### src/hdl/lcdmd_pkg.sv
// shared constants for the lcd matrix driver link, device end and host end
package lcdmd_pkg;
    // ----------------------------------------
    // display geometry and word layout
    // ----------------------------------------
    localparam int          ROWS          = 16;
    localparam int          COLS          = 64;
    localparam int          ROW_W         = 4;
    localparam int          SUB_W         = 2;
    localparam int          ADDR_W        = 8;
    localparam int          LVL_W         = 2;
    localparam int          ADDR_CHIP_HI  = 5;
    localparam int          ADDR_CHIP_LO  = 4;
    localparam int          ADDR_ROW_HI   = 3;
    localparam int          ADDR_ROW_LO   = 0;
    localparam logic [1:0]  SUB_LAST      = 2'h3;
    localparam logic [3:0]  ROW_LAST      = 4'hF;
    localparam logic [3:0]  ROW_FIRST     = 4'h0;
    // ----------------------------------------
    // output level codes
    // ----------------------------------------
    localparam logic [1:0]  COM_VDSP      = 2'h0;
    localparam logic [1:0]  COM_V1        = 2'h1;
    localparam logic [1:0]  COM_V4        = 2'h2;
    localparam logic [1:0]  COM_GND       = 2'h3;
    localparam logic [1:0]  SEG_VDSP      = 2'h0;
    localparam logic [1:0]  SEG_V2        = 2'h1;
    localparam logic [1:0]  SEG_V3        = 2'h2;
    localparam logic [1:0]  SEG_GND       = 2'h3;
    // ----------------------------------------
    // host command registers
    // ----------------------------------------
    localparam int          REG_AW        = 8;
    localparam int          REG_DW        = 32;
    localparam logic [7:0]  REG_CTRL      = 8'h00;
    localparam logic [7:0]  REG_ADDR      = 8'h04;
    localparam logic [7:0]  REG_SEG_LO    = 8'h08;
    localparam logic [7:0]  REG_SEG_HI    = 8'h0C;
    localparam logic [7:0]  REG_STATUS    = 8'h10;
    localparam int          CTRL_POR_BIT  = 0;
    localparam int          CTRL_BLK_BIT  = 1;
    localparam logic [1:0]  CTRL_RESET    = 2'h3;
    localparam int          STAT_BUSY_BIT = 0;
    localparam int          STAT_ADDR_BIT = 1;
    // ----------------------------------------
    // serial timing
    // ----------------------------------------
    localparam int          CLK_NS        = 10;
    localparam int          SCK_HALF_NS   = 1000;
    localparam int          SETUP_NS      = 1000;
    localparam int          LATCH_NS      = 15000;
    localparam int          SCK_HALF_CYC  = (SCK_HALF_NS + CLK_NS - 1) / CLK_NS;
    localparam int          SETUP_CYC     = (SETUP_NS + CLK_NS - 1) / CLK_NS;
    localparam int          LATCH_CYC     = (LATCH_NS + CLK_NS - 1) / CLK_NS;
    localparam int          TMR_W         = 12;
    localparam int          CNT_W         = 7;
endpackage : lcdmd_pkg

### src/hdl/lcdmd_if.sv
// serial link between host controller and driver chips
`timescale 1ns/1ns
interface lcdmd_if;
    logic sck;
    logic si;
    logic latch;
    logic addr_sel;
    logic por;
    logic blank;
    modport host (output sck, output si, output latch, output addr_sel, output por, output blank);
    modport dev  (input sck, input si, input latch, input addr_sel, input por, input blank);
endinterface : lcdmd_if

### src/hdl/lcdmd_sync.sv
// two-flop synchroniser for a group of asynchronous inputs
`timescale 1ns/1ns
module lcdmd_sync #(
    parameter int               W   = 1,
    parameter logic [W-1:0]     RST = '0
) (
    input  wire logic           ref_clk,
    input  wire logic           resetn,
    input  wire logic [W-1:0]   d,
    output logic      [W-1:0]   q
);
    logic [W-1:0] meta_reg;

    always_ff @(posedge ref_clk or negedge resetn) begin
        if (!resetn) begin
            meta_reg <= RST;
            q        <= RST;
        end else begin
            meta_reg <= d;
            q        <= meta_reg;
        end
    end
endmodule : lcdmd_sync

### src/hdl/lcdmd_dev.sv
// driver chip end: serial input, display ram, row scan and level selection
//
// Implementation choices: the address map and the strobed register port.
`timescale 1ns/1ns
module lcdmd_dev (
    input  wire logic           ref_clk,
    input  wire logic           resetn,
    lcdmd_if.dev                link,
    input  wire logic           chip_strap_low,
    input  wire logic           chip_strap_high,
    input  wire logic           osc_input,
    output logic                osc_out,
    input  wire logic           frame_sync_in,
    output logic                frame_sync_out,
    output logic                frame_sync_oe_n,
    output logic [31:0]         common_outputs,
    output logic [127:0]        segment_outputs
);
    // ----------------------------------------
    // state
    // ----------------------------------------
    typedef struct packed {
        logic [63:0]    shift;
        logic [7:0]     addr;
        logic           addr_ok;
        logic           sck_prev;
        logic           osc_prev;
        logic           fs_prev;
        logic           por_prev;
        logic           blank_prev;
        logic [1:0]     sub;
        logic [3:0]     row;
        logic           phase;
        logic           pend;
        logic           fs_out;
        logic           fs_oe_n;
        logic           osc_out;
        logic           wr_en;
        logic [3:0]     wr_row;
        logic [63:0]    wr_data;
        logic [31:0]    com;
        logic [127:0]   seg;
    } lcdmd_dev_st_t;

    localparam lcdmd_dev_st_t ST_RESET = '{
        shift: '0, addr: '0, addr_ok: 1'b0, sck_prev: 1'b1, osc_prev: 1'b0, fs_prev: 1'b0,
        por_prev: 1'b1, blank_prev: 1'b1, sub: '0, row: lcdmd_pkg::ROW_FIRST, phase: 1'b0,
        pend: 1'b0, fs_out: 1'b0, fs_oe_n: 1'b1, osc_out: 1'b0, wr_en: 1'b0, wr_row: '0,
        wr_data: '0, com: {lcdmd_pkg::ROWS{lcdmd_pkg::COM_V4}},
        seg: {lcdmd_pkg::COLS{lcdmd_pkg::SEG_V3}}};

    lcdmd_dev_st_t  st_reg;
    lcdmd_dev_st_t  st_next;
    logic [63:0]    ram [lcdmd_pkg::ROWS];
    logic [9:0]     s_in;
    logic           s_sck, s_si, s_latch, s_asel, s_por, s_blank;
    logic           s_strl, s_strh, s_osc, s_fs;

    // ----------------------------------------
    // input synchronisers
    // ----------------------------------------
    lcdmd_sync #(.W(10), .RST(10'h37C)) u_sync (
        .ref_clk (ref_clk),
        .resetn  (resetn),
        .d       ({link.sck, link.si, link.latch, link.addr_sel, link.por, link.blank,
                   chip_strap_low, chip_strap_high, osc_input, frame_sync_in}),
        .q       (s_in)
    );
    assign {s_sck, s_si, s_latch, s_asel, s_por, s_blank, s_strl, s_strh, s_osc, s_fs} = s_in;

    // ----------------------------------------
    // next state
    // ----------------------------------------
    always_comb begin
        logic           master;
        logic           sck_rise;
        logic           tick;
        logic [7:0]     aw;
        logic [63:0]    row_data;
        logic           sel;
        logic           fall;
        master   = !s_strl && !s_strh;
        fall     = (st_reg.por_prev && !s_por) || (st_reg.blank_prev && !s_blank);
        sck_rise = s_sck && !st_reg.sck_prev;
        tick     = s_osc && !st_reg.osc_prev;
        aw       = '0;
        row_data = ram[st_reg.row];
        sel      = 1'b0;
        st_next  = st_reg;
        st_next.sck_prev   = s_sck;
        st_next.osc_prev   = s_osc;
        st_next.fs_prev    = s_fs;
        st_next.por_prev   = s_por;
        st_next.blank_prev = s_blank;
        st_next.wr_en      = 1'b0;
        if (sck_rise) begin
            st_next.shift = {st_reg.shift[62:0], s_si};
        end
        if (s_latch && !s_por) begin
            if (s_asel) begin
                for (int i = 0; i < lcdmd_pkg::ADDR_W; i++) begin
                    aw[i] = st_reg.shift[lcdmd_pkg::ADDR_W-1-i];
                end
                st_next.addr    = aw;
                st_next.addr_ok = aw[lcdmd_pkg::ADDR_CHIP_HI:lcdmd_pkg::ADDR_CHIP_LO]
                                  == {s_strh, s_strl};
            end else if (st_reg.addr_ok) begin
                st_next.wr_en   = 1'b1;
                st_next.wr_row  = st_reg.addr[lcdmd_pkg::ADDR_ROW_HI:lcdmd_pkg::ADDR_ROW_LO];
                st_next.wr_data = st_reg.shift;
            end
        end
        if (fall) begin
            st_next.pend = 1'b1;
        end
        if (!master && (s_fs != st_reg.fs_prev)) begin
            st_next.row   = lcdmd_pkg::ROW_FIRST;
            st_next.sub   = '0;
            st_next.phase = s_fs;
            st_next.pend  = fall;
        end else if (tick && !s_por) begin
            if (st_reg.pend) begin
                st_next.row    = lcdmd_pkg::ROW_FIRST;
                st_next.sub    = '0;
                st_next.pend   = fall;
                st_next.phase  = !st_reg.phase;
                st_next.fs_out = !st_reg.fs_out;
            end else begin
                st_next.sub = st_reg.sub + 2'h1;
                if (st_reg.sub == lcdmd_pkg::SUB_LAST) begin
                    st_next.row = st_reg.row + 4'h1;
                    if (st_reg.row == lcdmd_pkg::ROW_LAST) begin
                        st_next.phase  = !st_reg.phase;
                        st_next.fs_out = !st_reg.fs_out;
                    end
                end
            end
        end
        st_next.fs_oe_n = !master;
        st_next.osc_out = master && s_osc;
        for (int c = 0; c < lcdmd_pkg::ROWS; c++) begin
            sel = st_reg.row == 4'(c);
            if (s_por) begin
                st_next.com[2*c +: 2] = lcdmd_pkg::COM_V4;
            end else if (sel) begin
                st_next.com[2*c +: 2] = st_reg.phase ? lcdmd_pkg::COM_GND
                                                     : lcdmd_pkg::COM_VDSP;
            end else begin
                st_next.com[2*c +: 2] = st_reg.phase ? lcdmd_pkg::COM_V4
                                                     : lcdmd_pkg::COM_V1;
            end
        end
        for (int s = 0; s < lcdmd_pkg::COLS; s++) begin
            if (s_por) begin
                st_next.seg[2*s +: 2] = lcdmd_pkg::SEG_V3;
            end else if (s_blank || !row_data[s]) begin
                st_next.seg[2*s +: 2] = st_reg.phase ? lcdmd_pkg::SEG_V3
                                                     : lcdmd_pkg::SEG_V2;
            end else begin
                st_next.seg[2*s +: 2] = st_reg.phase ? lcdmd_pkg::SEG_GND
                                                     : lcdmd_pkg::SEG_VDSP;
            end
        end
    end

    // ----------------------------------------
    // registers and display ram
    // ----------------------------------------
    always_ff @(posedge ref_clk or negedge resetn) begin
        if (!resetn) begin
            st_reg <= ST_RESET;
        end else begin
            st_reg <= st_next;
        end
    end

    always_ff @(posedge ref_clk) begin
        if (st_reg.wr_en) begin
            ram[st_reg.wr_row] <= st_reg.wr_data;
        end
    end

    assign osc_out         = st_reg.osc_out;
    assign frame_sync_out  = st_reg.fs_out;
    assign frame_sync_oe_n = st_reg.fs_oe_n;
    assign common_outputs  = st_reg.com;
    assign segment_outputs = st_reg.seg;
endmodule : lcdmd_dev

### src/flat_wrapper.sv
// flat-port wrapper written by rule: the top's interface ports become plain ports
module lcdmd_dev_flat 
  (ref_clk, resetn, chip_strap_low, chip_strap_high, osc_input, osc_out, frame_sync_in, frame_sync_out, frame_sync_oe_n, common_outputs, segment_outputs, link_sck, link_si, link_latch, link_addr_sel, link_por, link_blank);
  lcdmd_if link_i ();
  input  wire logic ref_clk;
  input  wire logic resetn;
  input  wire logic chip_strap_low;
  input  wire logic chip_strap_high;
  input  wire logic osc_input;
  output logic osc_out;
  input  wire logic frame_sync_in;
  output logic frame_sync_out;
  output logic frame_sync_oe_n;
  output logic [31:0] common_outputs;
  output logic [127:0] segment_outputs;
  input wire logic [$bits(link_i.sck)-1:0] link_sck;
  input wire logic [$bits(link_i.si)-1:0] link_si;
  input wire logic [$bits(link_i.latch)-1:0] link_latch;
  input wire logic [$bits(link_i.addr_sel)-1:0] link_addr_sel;
  input wire logic [$bits(link_i.por)-1:0] link_por;
  input wire logic [$bits(link_i.blank)-1:0] link_blank;
  assign link_i.sck = link_sck;
  assign link_i.si = link_si;
  assign link_i.latch = link_latch;
  assign link_i.addr_sel = link_addr_sel;
  assign link_i.por = link_por;
  assign link_i.blank = link_blank;
  lcdmd_dev u_core (.ref_clk(ref_clk), .resetn(resetn), .link(link_i), .chip_strap_low(chip_strap_low), .chip_strap_high(chip_strap_high), .osc_input(osc_input), .osc_out(osc_out), .frame_sync_in(frame_sync_in), .frame_sync_out(frame_sync_out), .frame_sync_oe_n(frame_sync_oe_n), .common_outputs(common_outputs), .segment_outputs(segment_outputs));
endmodule
### config.mk
export PLATFORM = sky130hd
export DESIGN_NAME = lcdmd_dev_flat
export DESIGN_NICKNAME = d
export VERILOG_FILES = /design/src/hdl/lcdmd_pkg.sv /design/src/hdl/lcdmd_if.sv /design/src/hdl/lcdmd_sync.sv /design/src/hdl/lcdmd_dev.sv /design/src/flat_wrapper.sv
export SDC_FILE = /design/constraint.sdc
export NUM_CORES = 1
export LEC_CHECK = 0
export BUFFER_PORTS_ARGS = -buffer_cell sky130_fd_sc_hd__buf_2
export CAP_MARGIN = 20
export CORE_MARGIN = 2
export CORE_UTILIZATION = 55
export CTS_CLUSTER_SIZE = 30
export DETAILED_ROUTE_END_ITERATION = 8
export PLACE_DENSITY = 0.73
export SLEW_MARGIN = 20
export SYNTH_ARGS = -nofsm -noshare
export SYNTH_HDL_FRONTEND = slang
export SYNTH_SLANG_ARGS = --single-unit
### constraint.sdc
create_clock -name ref_clk -period 7.8 [get_ports ref_clk]
set_input_delay 0.78 -clock ref_clk [delete_from_list [all_inputs] [get_ports ref_clk]]
set_output_delay 0.78 -clock ref_clk [all_outputs]
set_load 0.1 [all_outputs]
After elaboration in Yosys (flattened, before gate mapping)
Memories as Yosys holds them, arrays and structs flattened.
Index checks and enable logic that the tools add are counted.
{ "word_totals": {"ff_bits": 334, "mem_bits_rw": 1024, "input_bits": 12, "wordCells": 380, "n_memories": 1} }
{ "classes": {"add_sub_neg": 2, "eq_ne": 18, "mux": 177, "n_bitwise": 2, "reduce_logical": 158} }
{ "mem_list": {"columns": ["name", "depth", "width", "read_ports", "rd_ports_with_merged_regs", "wr", "line", "rtl"], "rows": [
  ["u_core.ram", 16, 64, 1, 0, 1, "lcdmd_dev.sv:54", "logic [63:0] ram [lcdmd_pkg::ROWS];"]
]} }
{ "op_table": {"columns": ["op", "count"], "rows": [
  ["$mux W2", 162],
  ["$mux W69", 3],
  ["$logic_not A1 Y1", 73],
  ["$logic_or A1 B1 Y1", 65],
  ["$eq A4 B4 Y1 const B", 8],
  ["$eq A4 B3 Y1 const B", 4],
  ["$logic_and A1 B1 Y1", 9],
  ["$mux W9", 1],
  ["$eq A4 B2 Y1 const B", 2],
  ["$mux W1", 8],
  ["$mux W8", 1],
  ["$mux W7", 1],
  ["$reduce_and A3 Y1", 2],
  ["$reduce_bool A2 Y1", 3],
  ["$reduce_bool A3 Y1", 2],
  ["$mux W5", 1],
  ["$add A4 B1 Y4 const B", 1],
  ["$eq A4 B1 Y1 const B", 1],
  ["$logic_not A4 Y1", 1],
  ["$reduce_and A2 Y1", 2],
  ["$reduce_and A4 Y1", 1],
  ["$add A2 B1 Y2 const B", 1],
  ["$eq A2 B2 Y1", 1],
  ["$eq A2 B2 Y1 const B", 1],
  ["2 further kinds", 3]
]} }

Depth between registers and ports, before layout
{ "depth": {"word_depth": 7, "depth_mapped": 8, "ltp_nobuf": 5} }

Modules after synthesis
A second synthesis with hierarchy kept.
{ "unflattened": {"hier_cells": 2561, "area_unflattened_um2": 49550.0} }
{ "by_module_without_submodules": {"columns": ["module", "n_inst", "cells_each", "area_each_um2"], "rows": [
  ["lcdmd_dev", 1, 2541, 49032.0],
  ["lcdmd_sync", 1, 20, 518.0]
]} }

Worst setup path before layout
No wires, ideal clock.
{ "synth_timing": {"kind": "register to register", "startpoint": "register u_core.st_reg[226] in the netlist's numbering", "endpoint": "memory u_core.ram[0][0] (enable)", "setup_time_ps": 565, "t_arrival_ps": 5254, "t_required_ps": 7235, "setup_slack_ps": 1981, "stages_incl_launch_ff": 3, "path_buffers": 0, "synth_period_minus_slack_ps": 5819, "cell_sequence": "dfrtp_1 -> or3b_2 -> nor3_1"} }
{ "synth_rtl": {"columns": ["element", "line", "rtl"], "rows": [
  ["start: declaration", "lcdmd_dev.sv:52", "lcdmd_dev_st_t st_reg;"],
  ["start signal: assignment", "lcdmd_dev.sv:173", "st_reg <= st_next;"],
  ["end: declaration", "lcdmd_dev.sv:54", null]
]} }
Straight into the memory's write port.

==> flow_metrics.py <==
metrics = {
    "global_routing": {
        "antenna_found_initial": 0,
        "grt_max_degree": 160,
        "grt_pass1_wl_mm": 157,
        "grtUsageTotal_pct": 22.9,
        "grt.overflow.total": 0,
        "grt_pass1_vias": 24500,
    },
    "power_and_ir_drop": {
        "power_frac_seq_pct": 53.1,
        "p_clk_share_pct": 37.3,
        "sw_frac_of_total_pct": 26.3,
        "leakagePower_nw": 18.6,
        "p_sw_mw": 3.90,
        "cellPowerDensity_mw_per_mm2": 273,
        "p_int_mw": 11.0,
        "ir_worst_vdd_mv": 0.201,
        "combPwrFrac_pct": 9.6,
    },
    "worst_setup_path": {
        "worstPathRequired_ns": 8.32,
        "setup.worst_path.start_class": "flip-flop",
        "cp.arrival_ns": 4.15,
        "r2r_cells": 5,
        "worst-path-max-fanout": 48,
        "regToRegSetupSlack_ns": 4.17,
        "rr_startpoint": "u_core.st_reg[234]",
        "r2r_end": "u_core.segment_outputs[10]",
        "crit_path_end_kind": "flip-flop",
        "crit_type": "flip-flop to flip-flop",
    },
    "sta": {
        "fin_skew_ns": 0.0250,
        "finalWorstSetupSlack_ns": 4.17,
        "tns_ns": 0,
        "period_minus_slack_ns": 3.63,
        "finalHoldViolCount": 0,
        "fin_crit_sh_pct": 46.5,
        "rsz0062_at_grt": "no",
        "slew_viol_final": 0,
        "worstMarginPinSlew_ns": 1.31,
        "holdWs_ns": 0.175,
        "relSlewSlack_pct": 12.4,
        "max_freq_ghz": 0.276,
        "setup_viol": 0,
    },
    "clock_network": {
        "clk_pin_slew_ns": 0.06,
        "cts_buffer_depth": 3,
        "clock_sinks": 1279,
        "root_buffer": "clkbuf_16",
        "cts_tree": "built",
        "hold_buffers": 0,
        "cts_resized": 0,
        "cts_inserted_buffers": 119,
        "h-tree-depth": 3,
        "cts_setup_buffers": 0,
        "clkLatencyLatePin_ns": 0.71,
    },
    "detailed_routing": {
        "antenna_left": 0,
        "vias": 23700,
        "drt_first_pass_iters": 5,
        "via_per_inst": 6.11,
        "drcViolationCount": 0,
        "wire_per_inst_microns": 27.2,
        "drt_iter0_drc": 2262,
        "wirelength_mm": 106,
    },
    "yosys": {
        "async_reset_ff_share_pct": 19.9,
        "yosysTopAreaCellShare_pct": 62.1,
        "synth-main-ff-cell": "edfxtp_1",
        "synth_commonest_cells": "edfxtp_1, mux2_2, dfrtp_1",
        "synth-edff-count": 1024,
        "synthCells": 2558,
        "synth_cell_types": 43,
        "synth_nets": 2575,
        "ys_ff_latch": 1279,
        "syn_avg_cell_area_sq_um": 19.4,
        "netlist_area_sq_mm": 0.0496,
        "synthTopCellsByArea": "edfxtp_1, dfrtp_1, mux2_2",
        "yosys.area.top_type": "edfxtp_1",
        "ys_warn_count": 0,
        "synth.most_common_cell": "edfxtp_1",
        "synth.yosys.seq_area_share_pct": 75.0,
    },
    "place": {
        "place_congestion": 0.731,
        "dpl_worst_slack_ns": 4.20,
        "port_buffers": 174,
        "placed_cell_area_sq_mm": 0.0506,
        "dp.cells": 3652,
        "hpwlAfterDp_mm": 51.9,
    },
    "cells_and_area": {
        "drive_above_1_share_pct": 31.2,
        "layout.nets": 2616,
        "largest_reg_flops": 1024,
        "finish.instance_area_sq_mm": 0.0544,
        "area_growth_syn_to_layout_pct": 9.80,
        "final-instance-count-excl-fill": 3883,
    },
    "run": {
        "maxCapViolCount": 0,
    },
    "floorplan": {
        "pin_count": 175,
        "die_h_microns": 304,
        "dieArea_sq_mm": 0.0925,
        "initial_core_util_pct": 55.3,
        "rows": 110,
        "die_w_microns": 304,
        "fp.coreArea_sq_mm": 0.0896,
    },
    "min_path": {
        "hold_path.class": "input port to flip-flop",
        "hold_depth": 1,
        "hold_path.startpoint": "link_si",
        "whs_endpoint": "u_core.u_sync.meta_reg[8]",
    },
    "status": {
        "outcome": "finished, final reports clean",
    },
}
metrics by stage:
stage / utilization, % / total power [mW]
2_1_floorplan: - / 9.26
3_3_place_gp: 56.4 / 9.42
3_5_place_dp: 56.4 / 9.46
4_1_cts: 60.7 / 15.0
5_1_grt: 60.7 / 15.3
6_report: 60.7 / 14.9
worst max path at each step:
stage / endpoint / cells after the start / slack, ns / startpoint
floorplan: u_core.ram[0][0] / 2 / 1.98 / u_core.st_reg[226]
global placement: u_core.segment_outputs[6] / 5 / 4.27 / u_core.st_reg[234]
detailed placement: u_core.segment_outputs[10] / 5 / 4.20 / u_core.st_reg[234]
CTS: u_core.segment_outputs[10] / 5 / 4.18 / u_core.st_reg[234]
global route: u_core.segment_outputs[66] / 5 / 4.06 / u_core.st_reg[234]
finish: u_core.segment_outputs[10] / 5 / 4.17 / u_core.st_reg[234]
cells by family after synthesis:
logic type / Yosys count / share of synthesized area (%)
compound gates: 270 / 4.05
xor+xnor: 21 / 0.371
fa+ha+maj: 5 / 0.126
buf+inv: 307 / 3.88
flops: 1279 / 75.0
mux: 584 / 15.7
simple gates: 92 / 0.901
layout by cell type, fill, tap and decap left out, drive strengths merged, types with 2 or more instances in the layout:
master	count
a21oi	6
a22o	64
a22oi	64
buf	223
bufinv	2
clkbuf	180
clkinv	41
clkinvlp	3
dfrtp	236
dfstp	19
edfxtp	1024
ha	5
inv	6
mux2	264
mux2i	192
mux4	128
nand2	18
nand2b	5
nand3	6
nand3b	3
nor2	37
nor2b	5
nor3	6
nor3b	2
o21ai	3
o22ai	64
o31ai	65
or2	2
or3b	2
xnor2	18
xor2	3
area by class of cell:
cell class,instances,area (sq um)
clock buffers,180,3410
repair buffers,223,1300
fillers,6109,35200
multi-input cells,972,10700
diodes,1,2.50
well taps,1176,1470
inverters,4,15.0
clock inverters,48,394
flip-flops and latches,1279,37200
routing by layer:
metal | part of all wire, % | GRT usage, % | up-vias
li1 | - | - | 10100
met1 | 40 | 30.2 | 12500
met2 | 51 | 39.3 | 1033
met3 | 6.9 | 3.83 | 183
met4 | 2.6 | 6.87 | 0
met5 | 0 | 0 | -
power by group through the flow:
stage	sequential (mW)	combinational [mW]	clock [mW]
after floorplan	7.94	1.32	0
after global placement	8.01	1.41	0
after detailed placement	8.03	1.43	0
after CTS	7.89	1.43	5.64
after global routing	7.92	1.46	5.90
final	7.90	1.42	5.55
worst max-delay path: stages (launching register included):
cell     delay, ns
dfrtp_4       1.08
nor2b_4       0.99
buf_4         0.74
a22o_1        0.27
o31ai_1       0.09
mux2i_1       0.16
Note: power is estimated with default switching activity, not from simulation.
